==> config.mk <==
export PLATFORM = sky130hd
export DESIGN_NAME = table_lookup_convert_sequencer
export DESIGN_NICKNAME = d
export VERILOG_FILES = /design/src/core/cvt_pkg.sv /design/src/core/lookup_if.sv /design/src/core/lookup_step.sv /design/src/core/table_lookup_convert_sequencer.sv
export SDC_FILE = /design/constraint.sdc
export NUM_CORES = 1
export LEC_CHECK = 0
export BUFFER_PORTS_ARGS = -buffer_cell sky130_fd_sc_hd__clkbuf_2
export CAP_MARGIN = 20
export CORE_ASPECT_RATIO = 0.8
export CORE_MARGIN = 2
export CORE_UTILIZATION = 45
export DETAILED_ROUTE_END_ITERATION = 6
export PLACE_DENSITY = 0.68
export SETUP_SLACK_MARGIN = 0.02
export SLEW_MARGIN = 20
export SYNTH_ARGS = -nofsm -noshare
export SYNTH_HDL_FRONTEND = slang
export SYNTH_SLANG_ARGS = --single-unit
==> constraint.sdc <==
create_clock -name clk -period 5.68 [get_ports clk]
set_clock_uncertainty 0.15 [all_clocks]
set_input_delay 1.136 -clock clk [delete_from_list [all_inputs] [get_ports clk]]
set_output_delay 1.136 -clock clk [all_outputs]
set_load 0.005 [all_outputs]
==> src/core/cvt_pkg.sv <==
package cvt_pkg;

  // Bit index of documented position p is 35 - p; position S (or P) is bit 35.
  localparam int WORD_W = 36;
  localparam int ADDR_W = 15;
  localparam int GROUP_W = 6;
  localparam int COUNT_W = 8;

  // Instruction fields.
  localparam int SIGN_POS = 35;
  localparam int OP_HI = 34;
  localparam int OP_LO = 24;
  localparam int COUNT_HI = 25;
  localparam int COUNT_LO = 18;
  localparam int TAG_STORE_POS = 15;
  localparam int ADDR_HI = 14;
  localparam int ADDR_LO = 0;

  // Six-bit groups at either end of a word.
  localparam int HIGH_GROUP_LO = 30;
  localparam int LOW_GROUP_HI = 5;

  localparam logic [10:0] OP_CODE_0114 = 11'h04c;
  localparam logic [10:0] OP_CODE_0154 = 11'h06c;
  localparam logic [COUNT_W-1:0] MAX_COUNT = 8'h06;
  localparam logic [COUNT_W-1:0] ONE_COUNT = 8'h01;
  localparam logic [COUNT_W-1:0] ZERO_COUNT = 8'h00;
  localparam logic [WORD_W-1:0] WORD_RESET = 36'h000000000;
  localparam logic [ADDR_W-1:0] ADDR_RESET = 15'h0000;

  typedef enum logic [1:0] {
    ST_IDLE = 2'b00,
    ST_SETUP = 2'b01,
    ST_FETCH = 2'b10
  } state_t;

  typedef enum logic [1:0] {
    MODE_REPLACE_ACC = 2'b00,
    MODE_REPLACE_QUOT = 2'b01,
    MODE_ADD_QUOT = 2'b10,
    MODE_NONE = 2'b11
  } mode_t;

endpackage : cvt_pkg

==> src/core/lookup_if.sv <==
`timescale 1ns/1ps
interface lookup_if;
  cvt_pkg::mode_t mode;
  logic apply;
  logic [35:0] acc;
  logic [35:0] quot;
  logic [35:0] word;
  logic [14:0] base;
  logic [35:0] acc_next;
  logic [35:0] quot_next;
  logic [14:0] addr_next;

  modport seq (output mode, apply, acc, quot, word, base, input acc_next, quot_next, addr_next);
  modport step (input mode, apply, acc, quot, word, base, output acc_next, quot_next, addr_next);
endinterface : lookup_if

==> src/core/lookup_step.sv <==
`timescale 1ns/1ps
// Computes one reference step: register update and the next table address.
module lookup_step (
  lookup_if.step lk
);

  function automatic logic [14:0] table_addr(input logic [14:0] base, input logic [5:0] group);
    table_addr = 15'(base + {9'h000, group});
  endfunction : table_addr

  logic [14:0] base_sel;

  always_comb begin
    lk.acc_next = lk.acc;
    lk.quot_next = lk.quot;
    // RULE5 next base
    base_sel = lk.apply ? lk.word[cvt_pkg::ADDR_HI:cvt_pkg::ADDR_LO] : lk.base;
    if (lk.apply) begin
      case (lk.mode)
        // RULE4 shift and insert
        cvt_pkg::MODE_REPLACE_ACC: lk.acc_next = {lk.word[35:cvt_pkg::HIGH_GROUP_LO], lk.acc[35:6]};
        // RULE9 shift and load
        cvt_pkg::MODE_REPLACE_QUOT: lk.quot_next = {lk.quot[29:0], lk.word[35:cvt_pkg::HIGH_GROUP_LO]};
        cvt_pkg::MODE_ADD_QUOT: begin
          // RULE12 accumulate word
          lk.acc_next = 36'(lk.acc + lk.word);
          // RULE13 circular rotate
          lk.quot_next = {lk.quot[29:0], lk.quot[35:cvt_pkg::HIGH_GROUP_LO]};
        end
        default: lk.acc_next = lk.acc;
      endcase
    end
  end

  always_comb begin
    // RULE3 accumulator low group
    if (lk.mode == cvt_pkg::MODE_REPLACE_ACC) begin
      lk.addr_next = table_addr(base_sel, lk.acc_next[cvt_pkg::LOW_GROUP_HI:0]);
    end else begin
      // RULE8 quotient high group
      // RULE11 addition group
      lk.addr_next = table_addr(base_sel, lk.quot_next[35:cvt_pkg::HIGH_GROUP_LO]);
    end
  end

endmodule : lookup_step

==> src/core/table_lookup_convert_sequencer.sv <==
// What this block does
// RULE1: Opcode 0154 with minus sign decodes as replacement from the quotient register.
// RULE2: Opcode 0114 with minus sign decodes as addition from the quotient register.
// RULE3: Accumulator replacement adds accumulator low group to the base address.
// RULE4: Accumulator shifts right six; fetched high group fills the top.
// RULE5: Fetched word's address field is the next base; instruction address first.
// RULE6: Tag bit 20 stores the last table word address into index A.
// RULE7: Accumulator replacement takes one setup cycle then count execute cycles.
// RULE8: Quotient replacement adds quotient high group to the base address.
// RULE9: Quotient shifts left six; fetched high group loads its low end.
// RULE10: Quotient replacement takes one setup cycle plus count execute cycles.
// RULE11: Addition locates words with quotient high group plus base address.
// RULE12: Addition adds each fetched word into the accumulator, count times.
// RULE13: Addition rotates the quotient register left six, groups kept.
// RULE14: Opcode 0114 with plus sign decodes as accumulator replacement.
// RULE15: Count field sets references, at most six.
// RULE16: Tag positions 18 and 19 are ignored; only 20 matters.
// RULE17: Zero count ends after setup with no reference and no change.
`timescale 1ns/1ps
module table_lookup_convert_sequencer (
  input wire logic clk,
  input wire logic rst,
  input wire logic start,
  input wire logic [35:0] instr,
  input wire logic [35:0] acc_seed,
  input wire logic [35:0] quot_seed,
  input wire logic [35:0] mem_rdata,
  input wire logic mem_ack,
  output logic mem_req,
  output logic [14:0] mem_addr,
  output logic [35:0] acc_value,
  output logic [35:0] quot_value,
  output logic index_register_a_target_we,
  output logic [14:0] index_register_a_target,
  output logic busy,
  output logic done,
  output logic bad_opcode
);

  cvt_pkg::state_t state_reg;
  cvt_pkg::mode_t mode_reg;
  cvt_pkg::mode_t decoded_mode;
  logic [35:0] instr_reg;
  logic [35:0] accumulator_reg;
  logic [35:0] multiplier_quotient_reg;
  logic [14:0] base_reg;
  logic [14:0] addr_reg;
  logic [7:0] count_reg;
  logic [7:0] count_field;
  logic step_ack;
  logic take_start;

  lookup_if lk ();

  lookup_step u_step (
    .lk(lk.step)
  );

  assign step_ack = (state_reg == cvt_pkg::ST_FETCH) && mem_ack;
  assign take_start = state_reg == cvt_pkg::ST_IDLE && start && decoded_mode != cvt_pkg::MODE_NONE;
  assign lk.mode = mode_reg;
  assign lk.apply = step_ack;
  assign lk.acc = accumulator_reg;
  assign lk.quot = multiplier_quotient_reg;
  assign lk.word = mem_rdata;
  assign lk.base = base_reg;

  always_comb begin
    decoded_mode = cvt_pkg::MODE_NONE;
    if (instr[cvt_pkg::OP_HI:cvt_pkg::OP_LO] == cvt_pkg::OP_CODE_0114) begin
      // RULE2 minus form
      // RULE14 plus form
      decoded_mode = instr[cvt_pkg::SIGN_POS] ? cvt_pkg::MODE_ADD_QUOT : cvt_pkg::MODE_REPLACE_ACC;
    end else if (instr[cvt_pkg::OP_HI:cvt_pkg::OP_LO] == cvt_pkg::OP_CODE_0154 && instr[cvt_pkg::SIGN_POS]) begin
      // RULE1 quotient replacement
      decoded_mode = cvt_pkg::MODE_REPLACE_QUOT;
    end
  end

  // RULE15 count clamp
  assign count_field = (instr_reg[cvt_pkg::COUNT_HI:cvt_pkg::COUNT_LO] > cvt_pkg::MAX_COUNT) ?
                       cvt_pkg::MAX_COUNT : instr_reg[cvt_pkg::COUNT_HI:cvt_pkg::COUNT_LO];

  // RULE7 setup then execute
  // RULE10 same sequence
  always_ff @(posedge clk) begin
    if (rst) begin
      state_reg <= cvt_pkg::ST_IDLE;
    end else begin
      case (state_reg)
        cvt_pkg::ST_IDLE: begin
          if (start && decoded_mode != cvt_pkg::MODE_NONE) begin
            state_reg <= cvt_pkg::ST_SETUP;
          end
        end
        cvt_pkg::ST_SETUP: begin
          // RULE17 zero count
          state_reg <= (count_field == cvt_pkg::ZERO_COUNT) ? cvt_pkg::ST_IDLE : cvt_pkg::ST_FETCH;
        end
        cvt_pkg::ST_FETCH: begin
          if (mem_ack && count_reg == cvt_pkg::ONE_COUNT) begin
            state_reg <= cvt_pkg::ST_IDLE;
          end
        end
        default: state_reg <= cvt_pkg::ST_IDLE;
      endcase
    end
  end

  always_ff @(posedge clk) begin
    if (rst) begin
      mode_reg <= cvt_pkg::MODE_NONE;
      instr_reg <= cvt_pkg::WORD_RESET;
    end else if (state_reg == cvt_pkg::ST_IDLE && start && decoded_mode != cvt_pkg::MODE_NONE) begin
      mode_reg <= decoded_mode;
      instr_reg <= instr;
    end
  end

  always_ff @(posedge clk) begin
    if (rst) begin
      count_reg <= cvt_pkg::ZERO_COUNT;
    end else if (state_reg == cvt_pkg::ST_SETUP) begin
      count_reg <= count_field;
    end else if (step_ack) begin
      count_reg <= 8'(count_reg - cvt_pkg::ONE_COUNT);
    end
  end

  always_ff @(posedge clk) begin
    if (rst) begin
      accumulator_reg <= cvt_pkg::WORD_RESET;
      multiplier_quotient_reg <= cvt_pkg::WORD_RESET;
    end else if (state_reg == cvt_pkg::ST_IDLE && start && decoded_mode != cvt_pkg::MODE_NONE) begin
      accumulator_reg <= acc_seed;
      multiplier_quotient_reg <= quot_seed;
    end else if (step_ack) begin
      accumulator_reg <= lk.acc_next;
      multiplier_quotient_reg <= lk.quot_next;
    end
  end

  // RULE5 base chaining
  // The instruction address is loaded with the start, so the setup cycle already adds to it.
  always_ff @(posedge clk) begin
    if (rst) begin
      base_reg <= cvt_pkg::ADDR_RESET;
    end else if (take_start) begin
      base_reg <= instr[cvt_pkg::ADDR_HI:cvt_pkg::ADDR_LO];
    end else if (step_ack) begin
      base_reg <= mem_rdata[cvt_pkg::ADDR_HI:cvt_pkg::ADDR_LO];
    end
  end

  // RULE3 table address
  always_ff @(posedge clk) begin
    if (rst) begin
      addr_reg <= cvt_pkg::ADDR_RESET;
    end else if (state_reg == cvt_pkg::ST_SETUP || step_ack) begin
      addr_reg <= lk.addr_next;
    end
  end

  always_ff @(posedge clk) begin
    if (rst) begin
      done <= 1'b0;
      bad_opcode <= 1'b0;
      index_register_a_target_we <= 1'b0;
      index_register_a_target <= cvt_pkg::ADDR_RESET;
    end else begin
      done <= (state_reg == cvt_pkg::ST_SETUP && count_field == cvt_pkg::ZERO_COUNT) ||
              (step_ack && count_reg == cvt_pkg::ONE_COUNT);
      bad_opcode <= state_reg == cvt_pkg::ST_IDLE && start && decoded_mode == cvt_pkg::MODE_NONE;
      // RULE6 index store
      // RULE16 only bit 20
      index_register_a_target_we <= step_ack && count_reg == cvt_pkg::ONE_COUNT &&
                                    instr_reg[cvt_pkg::TAG_STORE_POS];
      if (step_ack && count_reg == cvt_pkg::ONE_COUNT && instr_reg[cvt_pkg::TAG_STORE_POS]) begin
        index_register_a_target <= mem_rdata[cvt_pkg::ADDR_HI:cvt_pkg::ADDR_LO];
      end
    end
  end

  assign mem_req = state_reg == cvt_pkg::ST_FETCH;
  assign mem_addr = addr_reg;
  assign acc_value = accumulator_reg;
  assign quot_value = multiplier_quotient_reg;
  assign busy = state_reg != cvt_pkg::ST_IDLE;
endmodule : table_lookup_convert_sequencer

## Word-level counts from Yosys, hierarchy flattened

Cells that the tools add are included.

- Bits of input ports: 148
- Flip-flop bits (word level): 158

- $add $sub $neg: 4
- Multiplexer cells: 21
- Order comparisons: 1
- Reduce and logical (&&, ||, !) cells: 23
- Equal/unequal tests: 11

Operator list:

| operator | count |
|---|---|
| $mux W36 | 6 |
| $pmux W36 S2 | 2 |
| $mux W15 | 3 |
| $add A36 B36 Y36 | 1 |
| $add A15 B6 Y15 | 2 |
| $mux W8 | 3 |
| $eq A11 B7 Y1 const B | 2 |
| $mux W2 | 6 |
| $logic_and A1 B1 Y1 | 10 |
| $eq A8 B1 Y1 const B | 1 |
| $gt A8 B3 Y1 const B | 1 |
| $logic_not A8 Y1 | 1 |
| $sub A8 B1 Y8 const B | 1 |
| $eq A2 B2 Y1 const B | 3 |
| $pmux W2 S3 | 1 |
| $reduce_and A2 Y1 | 3 |
| $reduce_bool A2 Y1 | 3 |
| $reduce_bool A3 Y1 | 2 |
| $eq A2 B1 Y1 const B | 2 |
| $logic_not A2 Y1 | 2 |
| $ne A2 B2 Y1 const B | 2 |
| $logic_or A1 B1 Y1 | 2 |
| $ne A2 B1 Y1 const B | 1 |

## Depth between registers and ports, before layout

Gate-level depths: netlist of run 1.

- Depth in word-level cells: 8
- Gate-level depth with buffers: 19
- Gate-level depth less buffers: 19

## Hierarchy

Synthesis of run 1 repeated with hierarchy kept, for this count alone.

- Cell total of the unflattened synthesis: 1207
- Area total of the unflattened synthesis: 9519.1 sq um

Modules (own cells, without submodules):

| module | cells an instance | sequential area each (sq um) | area an instance (sq um) | times used |
|---|---|---|---|---|
| table_lookup_convert_sequencer | 727 | 2822.7 | 6012.0 | 1 |
| lookup_step | 480 | 0.0 | 3507.1 | 1 |

## Least setup slack after synthesis of run 1

No wires, ideal clock.

- Kind: input port to flip-flop
- From: in mem_rdata[4]
- To: reg addr_reg[13] (netlist: mem_addr[13])
- Data required time: 5.444 ns
- Setup time: 0.086 ns
- Stages: 16
- Data arrival time: 4.393 ns
- Path slack: 1.052 ns
- Path buffers: 0
- Path through: ha_1 -> a21o_1 -> a31o_2 -> nor2_1 -> xnor2_1 -> a22oi_1 -> o21ai_0 -> mux2_2 -> ha_1 -> o21a_1 -> nor2_1 -> a211o_1 -> or3_1 -> or3_1 -> xnor2_1 -> a211oi_1

- Longest elaborated chain between the ends: 5
- Elaborated cells between the ends (all ways): 7

RTL lines:

| what | RTL line | source |
|---|---|---|
| start, declared | table_lookup_convert_sequencer.sv:27 | `input wire logic [35:0] mem_rdata,` |
| $add A36 B36 Y36 | lookup_step.sv:26 | `lk.acc_next = 36'(lk.acc + lk.word);` |
| $pmux W36 S2 | lookup_step.sv:19 | `case (lk.mode)` |
| $mux W36 | lookup_step.sv:18 | `if (lk.apply) begin` |
| $add A15 B6 Y15 | lookup_step.sv:8 | `table_addr = 15'(base + {9'h000, group});` |
| $mux W15 (*) | lookup_step.sv:37 | `if (lk.mode == cvt_pkg::MODE_REPLACE_ACC) begin` |
| end signal, assigned | table_lookup_convert_sequencer.sv:158 | `addr_reg <= cvt_pkg::ADDR_RESET;` |
| end signal, assigned | table_lookup_convert_sequencer.sv:160 | `addr_reg <= lk.addr_next;` |
| end, declared | table_lookup_convert_sequencer.sv:47 | `logic [14:0] addr_reg;` |

Mark *: on every way between the ends. The rest lies on a longest branch, timed or not.
A chain may end at the register's enable or synchronous reset.

## Worst setup path after layout of run 1

Ends and elaborated chain as after synthesis.

==> results_dict.tcl, run 1 <==
set metrics [dict create \
    crit_arrival_ns 4.78 \
    ir_drop_v 0.0001754 \
    end_kind "register" \
    antenna_found_initial 0 \
    busiest_layer "met2" \
    async_reset_ff_share_pct 0 \
    critical_path_required_ns 5.87 \
    finalSetupTns_ns 0 \
    cts_setup_buffers 0 \
    p_sw_share_pct 24.52 \
    hold_path_depth 2 \
    drc 0 \
    critPathKind "input pin to register" \
    routed_wl_um 29570 \
    clkPwrFrac_pct 51.1 \
    final_net_count 1487 \
    core.rowCount 44 \
    setup_violations 0 \
    core_sq_um 18330 \
    drv_slew 0 \
    internal-power_uw 1751 \
    path_cells "clkbuf_2 > ha_1 > a21o_1 > a31o_2 > nor2_1 > xnor2_1 > a22oi_1 > o21ai_0 > mux2_2 > ha_1 > o21a_1 > nor2_1 > a211o_1 > or3_1 > or3_1 > xnor2_1 > a211oi_1" \
    worst_pin_slew_ns 0.9490 \
    drive_gt1_share_pct 24.41 \
    r2r_slack_ns 1.48 \
    cts_tree "yes" \
    final_area_sq_um 10500 \
    reg2reg_depth 18 \
    clock_latency_ns 0.44 \
    crit_path_max_incr_delay_ns 0.38 \
    leakage_uw 0.004627 \
    power_density_nw_per_um2 220.9 \
    clock-root-buffer "clkbuf_16" \
    finalCritPeriodShare_pct 80.75 \
    top_level_ports 255 \
    clock_path_buffers 2 \
    syn_area_per_cell_sq_um 7.892 \
    slowest_stage "ha_1" \
    fmax_mhz 218.0 \
    routedWlPerCell_um 19.01 \
    grt_max_degree 82 \
    dpl_cell_area_sq_um 9891 \
    numCtsBuffers 17 \
    hpwl_um 21760 \
    ys_ff_latch 141 \
    port-buffer-count 252 \
    clk_pin_slew_ns 0.06 \
    dr.pass1.iters 7 \
    sequentialPowerShare_pct 42.6 \
    hold_buffers 0 \
    grt_overflow 0 \
    globalRouteMet2Util_pct 43.32 \
    synthFlopType "dfxtp_1" \
    drt_iter0_drc 950 \
    met3_usage_pct 6.479 \
    track_usage_pct 28.71 \
    synthesis.nets 1277 \
    initial_utilization_pct 46.49 \
    synthToLayoutAreaGrowth_pct 23.24 \
    syn_area_sq_um 8523 \
    die_w_um 157.9 \
    ys_types 65 \
    grt_pass1_vias 8201 \
    vias 9161 \
    fp.dieArea_sq_um 20060 \
    relSlewSlack_pct 36.66 \
    cp_max_fo 5 \
    hold_viol 0 \
    die_y_um 127.1 \
    grt_use_met1_pct 41.72 \
    worstHoldPathType "register to register" \
    synth-seq-area-share_pct 33.12 \
    routed_via_density 5.888 \
    drv_cap 0 \
    rsz0062_at_grt "false" \
    power.net_switching_uw 568.9 \
    gp_congestion 0.9450 \
    synth_cells 1080 \
    num_antenna_cells 0 \
    grt_first_pass_wirelength_um 45360 \
    power_frac_comb_pct 6.2 \
    htreeDepth 4 \
    period_minus_slack_ns 4.587 \
    ant_nets 0 \
    yosys_warnings 0 \
    clock-sinks 141 \
    ctsResizeCount 0 \
    status "completed" \
    startpoint_type "input pin" \
    synth_edf_count 0 \
]
power groups by stage:
stage,clock [uW],combinational (uW),sequential (uW)
floorplan,0,63.0,1010
global placement,0,142,1010
detailed placement,0,142,1010
CTS,1200,143,989
global route,1250,156,989
finish,1190,145,989
worst paths after layout:
kind                                        endpoint                                    start
max                        mem_addr[13]$_SDFFE_PP0P_                             mem_rdata[4]
min reg2reg  index_register_a_target[9]$_SDFFE_PP0P_  index_register_a_target[9]$_SDFFE_PP0P_
min          index_register_a_target[9]$_SDFFE_PP0P_  index_register_a_target[9]$_SDFFE_PP0P_
max reg2reg                mem_addr[14]$_SDFFE_PP0P_                  lk.mode[1]$_SDFFE_PP1P_
synth_stat cells, drive strengths merged (8+ instances only):
cell type    n  area (sq um)
a211oi      21         162.6
a21o        14         105.1
a21oi      109         549.3
a221oi      30         306.5
a222oi      33         330.3
a22o        12         105.1
a22oi       16         120.1
a31oi       10         62.56
and3        29         181.4
buf         20         108.9
clkbuf      52         196.4
dfxtp      141          2823
ha          47         588.1
inv         16         60.06
mux2i       13         130.1
nand2      175         656.9
nand2b      10         62.56
nand3       22         110.1
nand4        9         56.30
nor2       112         420.4
nor2b       11         68.82
nor3        14         70.07
o211ai       8         60.06
o21ai       35         175.2
o22ai       18         112.6
xnor2       24         210.2
xor2        21         183.9
per-stage QoR:
step | power [uW] | cells | hold slack [ns] | setup slack, ns | util [%]
global placement | 1153 | 1524 | 0.2885 | 0.6790 | 53.95
floorplan | 1075 | 1080 | 0.2860 | 1.052 | -
CTS | 2334 | 1556 | 0.3023 | 1.103 | 57.30
detailed placement | 1154 | 1524 | 0.2945 | 0.6545 | 53.95
global route | 2392 | 1556 | 0.3218 | 0.7857 | 57.30
finish | 2320 | 1556 | 0.2993 | 1.093 | 57.30
cells in the final DEF, fill, tap and decap left out, drive strengths merged, types with 12 or more instances in the layout:
cell type | synthesis | layout
o21ai | 35 | 35
nor2 | 112 | 112
inv | 16 | 22
a21oi | 109 | 109
buf | 20 | 12
nand3 | 22 | 22
mux2i | 13 | 13
xor2 | 21 | 21
a21o | 14 | 14
clkbuf | 52 | 269
nor3 | 14 | 14
a222oi | 33 | 33
a22oi | 16 | 16
a22o | 12 | 12
xnor2 | 24 | 24
a211oi | 21 | 21
dfxtp | 141 | 141
nand2 | 175 | 175
and3 | 29 | 29
a221oi | 30 | 30
o22ai | 18 | 18
ha | 47 | 47
worst max-delay path, delay by kind of cell:
| kind | cells | cell delay, ns |
|---|---|---|
| multiplexers | 1 | 0.33 |
| buffers and inverters | 1 | 0.13 |
| adder cells (fa/ha/maj) | 2 | 0.71 |
| AO/OA/AOI/OAI | 7 | 1.33 |
| AND/OR/NAND/NOR | 4 | 0.93 |
| XOR/XNOR | 2 | 0.21 |
layout make-up:
cell class,count,area (sq um)
flip-flops and latches,141,2823
well taps,253,316.6
fillers,1789,7829
multi-input cells,851,5345
clock buffers,18,429.2
repair buffers,263,1346
clock inverters,14,183.9
inverters,16,60.06
layer usage:
layer | up-vias | part of all wire, %
met1 | 4270 | 45
met3 | 35 | 9.2
met4 | 0 | 1.3
met2 | 452 | 44
met5 | - | 0
li1 | 4404 | -
logic make-up (layout without fill, tap and decap cells):
family | Yosys count | after routing | synth area share (%)
buffers and inverters | 88 | 311 | 4.286
adders and majority gates | 49 | 49 | 7.369
DFF | 141 | 141 | 33.12
muxes | 15 | 15 | 1.791
xor gates and xnor gates | 45 | 45 | 4.624
and+or+nand+nor | 415 | 415 | 22.09
AOI/OAI and AO/OA | 327 | 327 | 26.72
No activity file was read; power rests on OpenSTA's default activity.
==> run 2: changes to the inputs <==
==> constraint.sdc (replaced) <==
create_clock -name clk -period 4.3 [get_ports clk]
set_clock_uncertainty 0.15 [all_clocks]
set_input_delay 0.86 -clock clk [delete_from_list [all_inputs] [get_ports clk]]
set_output_delay 0.86 -clock clk [all_outputs]
set_load 0.005 [all_outputs]
==> run 2 against run 1 <==
Against the previous run: the flow now finishes with violations (design-rule violations); non-clock buffer count up 35; combinational power up 35%; clock power up 24%; cell count up 2.2%; critical path depth unchanged; flip-flop and latch count unchanged; first-iteration DRC count down 14%; sequential power up 32%; global-route usage up 0.066 points; core utilization up 1.5 points; largest cell class unchanged.
==> results_dict.tcl, run 2 (synthesis results as in run 1) <==
set metrics [dict create \
    status "finished with violations" \
    violations "design-rule violations" \
    reg2reg_depth 19 \
    busiest_layer "met2" \
    hold_buffers 0 \
    period_minus_slack_ns 4.103 \
    path_cells "clkbuf_2 > ha_1 > a21o_1 > a31o_2 > nor2_2 > xnor2_1 > a22oi_1 > o21ai_1 > mux2_4 > ha_4 > o21a_1 > nor2_1 > a211o_1 > or3_4 > or3_4 > xnor2_2 > a211oi_2" \
    finalSetupTns_ns 0 \
    top_level_ports 255 \
    worst-path-buf-inv 1 \
    crit_cells 17 \
    rsz0062_at_grt "false" \
    synthToLayoutAreaGrowth_pct 26.48 \
    routed_wl_um 29540 \
    drv_cap 0 \
    leakage_uw 0.004789 \
    setup_violations 0 \
    cts_tree "yes" \
    whs_endpoint "mem_addr[10]$_SDFFE_PP0P_" \
    die_y_um 127.1 \
    initial_utilization_pct 46.49 \
    dpl_cell_area_sq_um 10160 \
    numCtsBuffers 17 \
    routed_via_density 5.879 \
    fp.dieArea_sq_um 20060 \
    drive_gt1_share_pct 26.83 \
    r2r_slack_ns 0.39 \
    critical_path_required_ns 4.49 \
    slowest_stage "or3_4" \
    crit_arrival_ns 4.29 \
    htreeDepth 4 \
    globalRouteMet2Util_pct 44.27 \
    min_from "mem_addr[10]$_SDFFE_PP0P_" \
    clock-root-buffer "clkbuf_16" \
    met3_usage_pct 7.293 \
    core.rowCount 44 \
    grt_overflow 0 \
    critPathKind "input pin to register" \
    end_kind "register" \
    die_w_um 157.9 \
    drv_slew 0 \
    routedWlPerCell_um 18.57 \
    startpoint_type "input pin" \
    ir_drop_v 0.0002840 \
    worstHoldPathType "register to register" \
    mostFrequentLayoutCells "clkbuf_2 (251), nand2_1 (175), dfxtp_1 (141)" \
    cp_max_fo 3 \
    hold_path_depth 2 \
    clock-sinks 141 \
    num_antenna_cells 0 \
    clk_pin_slew_ns 0.06 \
    port-buffer-count 252 \
    clock_path_buffers 2 \
    track_usage_pct 28.78 \
    core_sq_um 18330 \
    grt_first_pass_wirelength_um 45460 \
    gp_congestion 0.9662 \
    worst_pin_slew_ns 0.9113 \
    clock_latency_ns 0.42 \
    final_common_cell "clkbuf_2" \
    setup_ws_ns 0.1970 \
    vias 9354 \
    final_cells 1591 \
    place_inst 1558 \
    ant_nets 0 \
    reg2reg_from "acc_value[0]$_SDFFE_PP0P_" \
    hpwl_um 22190 \
    fmax_mhz 243.7 \
    drc 4 \
    drt_iter0_drc 815 \
    relSlewSlack_pct 39.25 \
    final_util_pct 58.80 \
    grt_max_degree 85 \
    crit_family "compound AO/OA/AOI/OAI gates" \
    crit_top_cell "or3_4" \
    grt_pass1_vias 8504 \
    final_area_sq_um 10780 \
    pre_cts_ws_ns -0.2672 \
    finalCritPeriodShare_pct 95.42 \
    final_net_count 1522 \
    dr.pass1.iters 7 \
    hold_viol 0 \
    power_density_nw_per_um2 277.1 \
    r2r-end "mem_addr[13]$_SDFFE_PP0P_" \
    grt_use_met1_pct 40.03 \
    antenna_found_initial 0 \
    crit_path_max_incr_delay_ns 0.39 \
]
## run 2: worst reg2reg max path: cells and delay by family (launching register included)
family / cells / cell delay [ns]
XOR/XNOR: 2 / 0.26
flip-flops: 1 / 0.41
buffers and inverters: 1 / 0.05
AND/OR/NAND/NOR: 6 / 1.03
AO/OA/AOI/OAI: 7 / 1.04
adder cells (fa/ha/maj): 3 / 0.90
## run 2: power by group
group          internal, uW  switching (uW)  leakage [uW]  total, uW
logic                  82.5             114       0.00338        196
registers              1310           0.487       0.00114       1310
clock network           874             610      0.000277       1480
total                  2260             724       0.00479       2990
## run 2: routing by layer
layer,routed length (um),share of wire [%]
met1,13100,44
met5,0,0
met2,12990,44
met4,646,2.2
met3,2811,9.5
## run 2: cell type report
cell class | count | area, sq um
well taps | 253 | 316.6
repair buffers | 298 | 1609
multi-input cells | 851 | 5389
fillers | 1735 | 7552
clock inverters | 12 | 136.4
clock buffers | 20 | 446.7
flip-flops and latches | 141 | 2823
inverters | 16 | 60.06
## run 2: worst max-delay path by stage
stage | end | startpoint
floorplan | mem_addr[13]$_SDFFE_PP0P_ | mem_rdata[0]
global placement | mem_addr[13]$_SDFFE_PP0P_ | mem_rdata[0]
detailed placement | mem_addr[13]$_SDFFE_PP0P_ | mem_rdata[4]
CTS | mem_addr[13]$_SDFFE_PP0P_ | mem_rdata[4]
global route | mem_addr[13]$_SDFFE_PP0P_ | mem_rdata[4]
finish | mem_addr[13]$_SDFFE_PP0P_ | mem_rdata[4]
## run 2: timing repair
item | CTS | global route
hold endpoints to repair | 0 | 0
gates resized for setup | 0 | 7
setup buffers | 0 | 1
endpoints found under the setup margin | 0 | 2
## run 2: stage by stage
step	total power, uW	hold WS (ns)
2_1_floorplan	1420	0.2860
3_3_place_gp	1529	0.2872
3_5_place_dp	1529	0.2950
4_1_cts	2994	0.3023
5_1_grt	3077	0.3155
6_report	2987	0.3004
==> run 3: changes to the inputs <==
--- a/config.mk
+++ b/config.mk
@@ -7,11 +7,12 @@
 export LEC_CHECK = 0
 export BUFFER_PORTS_ARGS = -buffer_cell sky130_fd_sc_hd__clkbuf_2
 export CAP_MARGIN = 20
-export CORE_ASPECT_RATIO = 0.8
+export CORE_ASPECT_RATIO = 1.2
 export CORE_MARGIN = 2
-export CORE_UTILIZATION = 45
+export CORE_UTILIZATION = 50
+export CTS_BUF_LIST = sky130_fd_sc_hd__clkbuf_16
 export DETAILED_ROUTE_END_ITERATION = 6
-export PLACE_DENSITY = 0.68
+export PLACE_DENSITY = 0.75
 export SETUP_SLACK_MARGIN = 0.02
 export SLEW_MARGIN = 20
 export SYNTH_ARGS = -nofsm -noshare
==> run 3 against run 2 <==
Against the previous run: total power is 3.3% lower; hold slack better by 0.00063 ns; critical endpoint unchanged; the flow still finishes with violations (design-rule violations); sequential share of layout area is 0.31 points higher.
==> results_dict.tcl, run 3 (synthesis results as in run 1) <==
set metrics [dict create \
    drc 2 \
    reg2reg_depth 16 \
    end_kind "register" \
    routedWlPerCell_um 17.91 \
    fmax_mhz 242.9 \
    port-buffer-count 252 \
    initial_utilization_pct 50.78 \
    clock-root-buffer "clkbuf_16" \
    final_cells 1548 \
    grt_overflow 0 \
    mostFrequentLayoutCells "clkbuf_2 (251), nand2_1 (175), dfxtp_1 (141)" \
    setup_ws_ns 0.1829 \
    slowest_stage "or3_1" \
    grt_pass1_vias 8498 \
    grt_max_degree 78 \
    num_antenna_cells 0 \
    critPathKind "input pin to register" \
    path_cells "clkbuf_2 > ha_1 > a21o_1 > a31o_2 > nor2_2 > xnor2_1 > a22oi_1 > o21ai_0 > mux2_4 > ha_4 > o21a_1 > nor2_1 > a211o_1 > or3_4 > or3_1 > xnor2_1 > a211oi_1" \
    clk_pin_slew_ns 0.06 \
    period_minus_slack_ns 4.117 \
    drive_gt1_share_pct 26.43 \
    critical_path_required_ns 4.48 \
    gp_congestion 0.9574 \
    crit_arrival_ns 4.30 \
    htreeDepth 4 \
    hold_buffers 0 \
    final_util_pct 63.47 \
    startpoint_type "input pin" \
    ant_nets 0 \
    crit_path_max_incr_delay_ns 0.38 \
    drv_cap 0 \
    clock_path_buffers 2 \
    multi_input_area_sq_um 5385 \
    core.rowCount 52 \
    leakage_uw 0.004748 \
    final_common_cell "clkbuf_2" \
    status "finished with violations" \
    finalCritPeriodShare_pct 95.75 \
    clock-sinks 141 \
    routed_via_density 5.964 \
    cp_max_fo 3 \
    place_inst 1517 \
    hold_viol 0 \
    crit_top_cell "xnor2_1" \
    grt_first_pass_wirelength_um 42910 \
    worst_pin_slew_ns 0.8298 \
    setup_violations 0 \
    antenna_found_initial 0 \
    violations "design-rule violations" \
    drt_iter0_drc 876 \
    final_net_count 1517 \
    top_level_ports 255 \
    ir_drop_v 0.0002515 \
    numCtsBuffers 17 \
    core_sq_um 16790 \
    die_y_um 147.0 \
    power_density_nw_per_um2 271.1 \
    worstHoldPathType "register to register" \
    track_usage_pct 29.93 \
    reg2reg_from "acc_value[4]$_SDFFE_PP0P_" \
    r2r-end "mem_addr[13]$_SDFFE_PP0P_" \
    drv_slew 0 \
    die_w_um 123.2 \
    routed_wl_um 27720 \
    fillers 1548 \
    r2r_slack_ns 0.33 \
    synthToLayoutAreaGrowth_pct 25.00 \
    clock_latency_ns 0.43 \
    fp.dieArea_sq_um 18110 \
    seq_area_sq_um 2823 \
    cts_tree "yes" \
    hpwl_um 20500 \
    relSlewSlack_pct 44.65 \
    vias 9233 \
    rsz0062_at_grt "true" \
    pre_cts_ws_ns -0.2138 \
    dr.pass1.iters 7 \
    worstSetupStartpoint "mem_rdata[4]" \
    crit_end "mem_addr[13]$_SDFFE_PP0P_" \
]
run 3: cell count changes in the layout (fill, tap and decap cells not counted), moves of 2 or more:
cell	delta
buf_4	-5
clkbuf_1	-2
clkinv_1	+3
o21ai_1	-2
run 3: how the worst min path moves through the flow:
stage | start | endpoint | slack, ns | cells past startpoint
finish | index_register_a_target[13]$_SDFFE_PP0P_ | index_register_a_target[13]$_SDFFE_PP0P_ | 0.30 | 2
floorplan | instr_reg[23]$_SDFFE_PP0P_ | instr_reg[23]$_SDFFE_PP0P_ | 0.29 | 2
global placement | index_register_a_target[6]$_SDFFE_PP0P_ | index_register_a_target[6]$_SDFFE_PP0P_ | 0.29 | 2
global route | index_register_a_target[14]$_SDFFE_PP0P_ | index_register_a_target[14]$_SDFFE_PP0P_ | 0.32 | 2
detailed placement | index_register_a_target[2]$_SDFFE_PP0P_ | index_register_a_target[2]$_SDFFE_PP0P_ | 0.29 | 2
CTS | index_register_a_target[2]$_SDFFE_PP0P_ | index_register_a_target[2]$_SDFFE_PP0P_ | 0.30 | 2
run 3: per-layer routing:
metal	share of wire, %	GRT usage [%]	vias up
met2	49	49.84	396
met5	0	0	-
met4	2.3	10.00	0
li1	-	-	4459
met1	42	38.97	4332
met3	7.1	5.008	46
run 3: where the power goes:
| part | switching [uW] | leakage [uW] | internal (uW) |
|---|---|---|---|
| clock | 601 | 0.000262 | 790 |
| sequential | 0.408 | 0.00114 | 1310 |
| combinational | 107 | 0.00335 | 82.3 |
run 3: layout make-up:
cell class / count / area share, %
clock buffers: 17 / 3.993
repair buffers: 293 / 14.75
well taps: 216 / 2.537
multi-input cells: 851 / 50.55
flip-flops and latches: 141 / 26.49
clock inverters: 14 / 1.116
inverters: 16 / 0.5637
run 3: stage by stage:
step	hold WS, ns	total power [uW]	setup TNS (ns)	instance area [sq um]
after floorplan	0.2860	1420	0	8543
after global routing	0.3220	2969	-0.006853	10650
final	0.3010	2889	0	10650
after CTS	0.3030	2900	0	10640
after detailed placement	0.2942	1523	-0.4030	10090
after global placement	0.2875	1523	-0.3391	10090
run 3: repair_timing:
action | in CTS | in global routing
setup endpoints to repair | 0 | 3
gates resized for setup | 0 | 5
endpoints found under the hold margin | 0 | 0
setup buffers | 0 | 0
run 3: critical path, delay by kind of cell:
kind | cells | cell delay (ns)
multiplexers | 1 | 0.31
AO/OA/AOI/OAI | 7 | 1.31
adder cells (fa/ha/maj) | 2 | 0.58
XOR/XNOR | 2 | 0.22
buffers and inverters | 1 | 0.12
AND/OR/NAND/NOR | 4 | 0.90
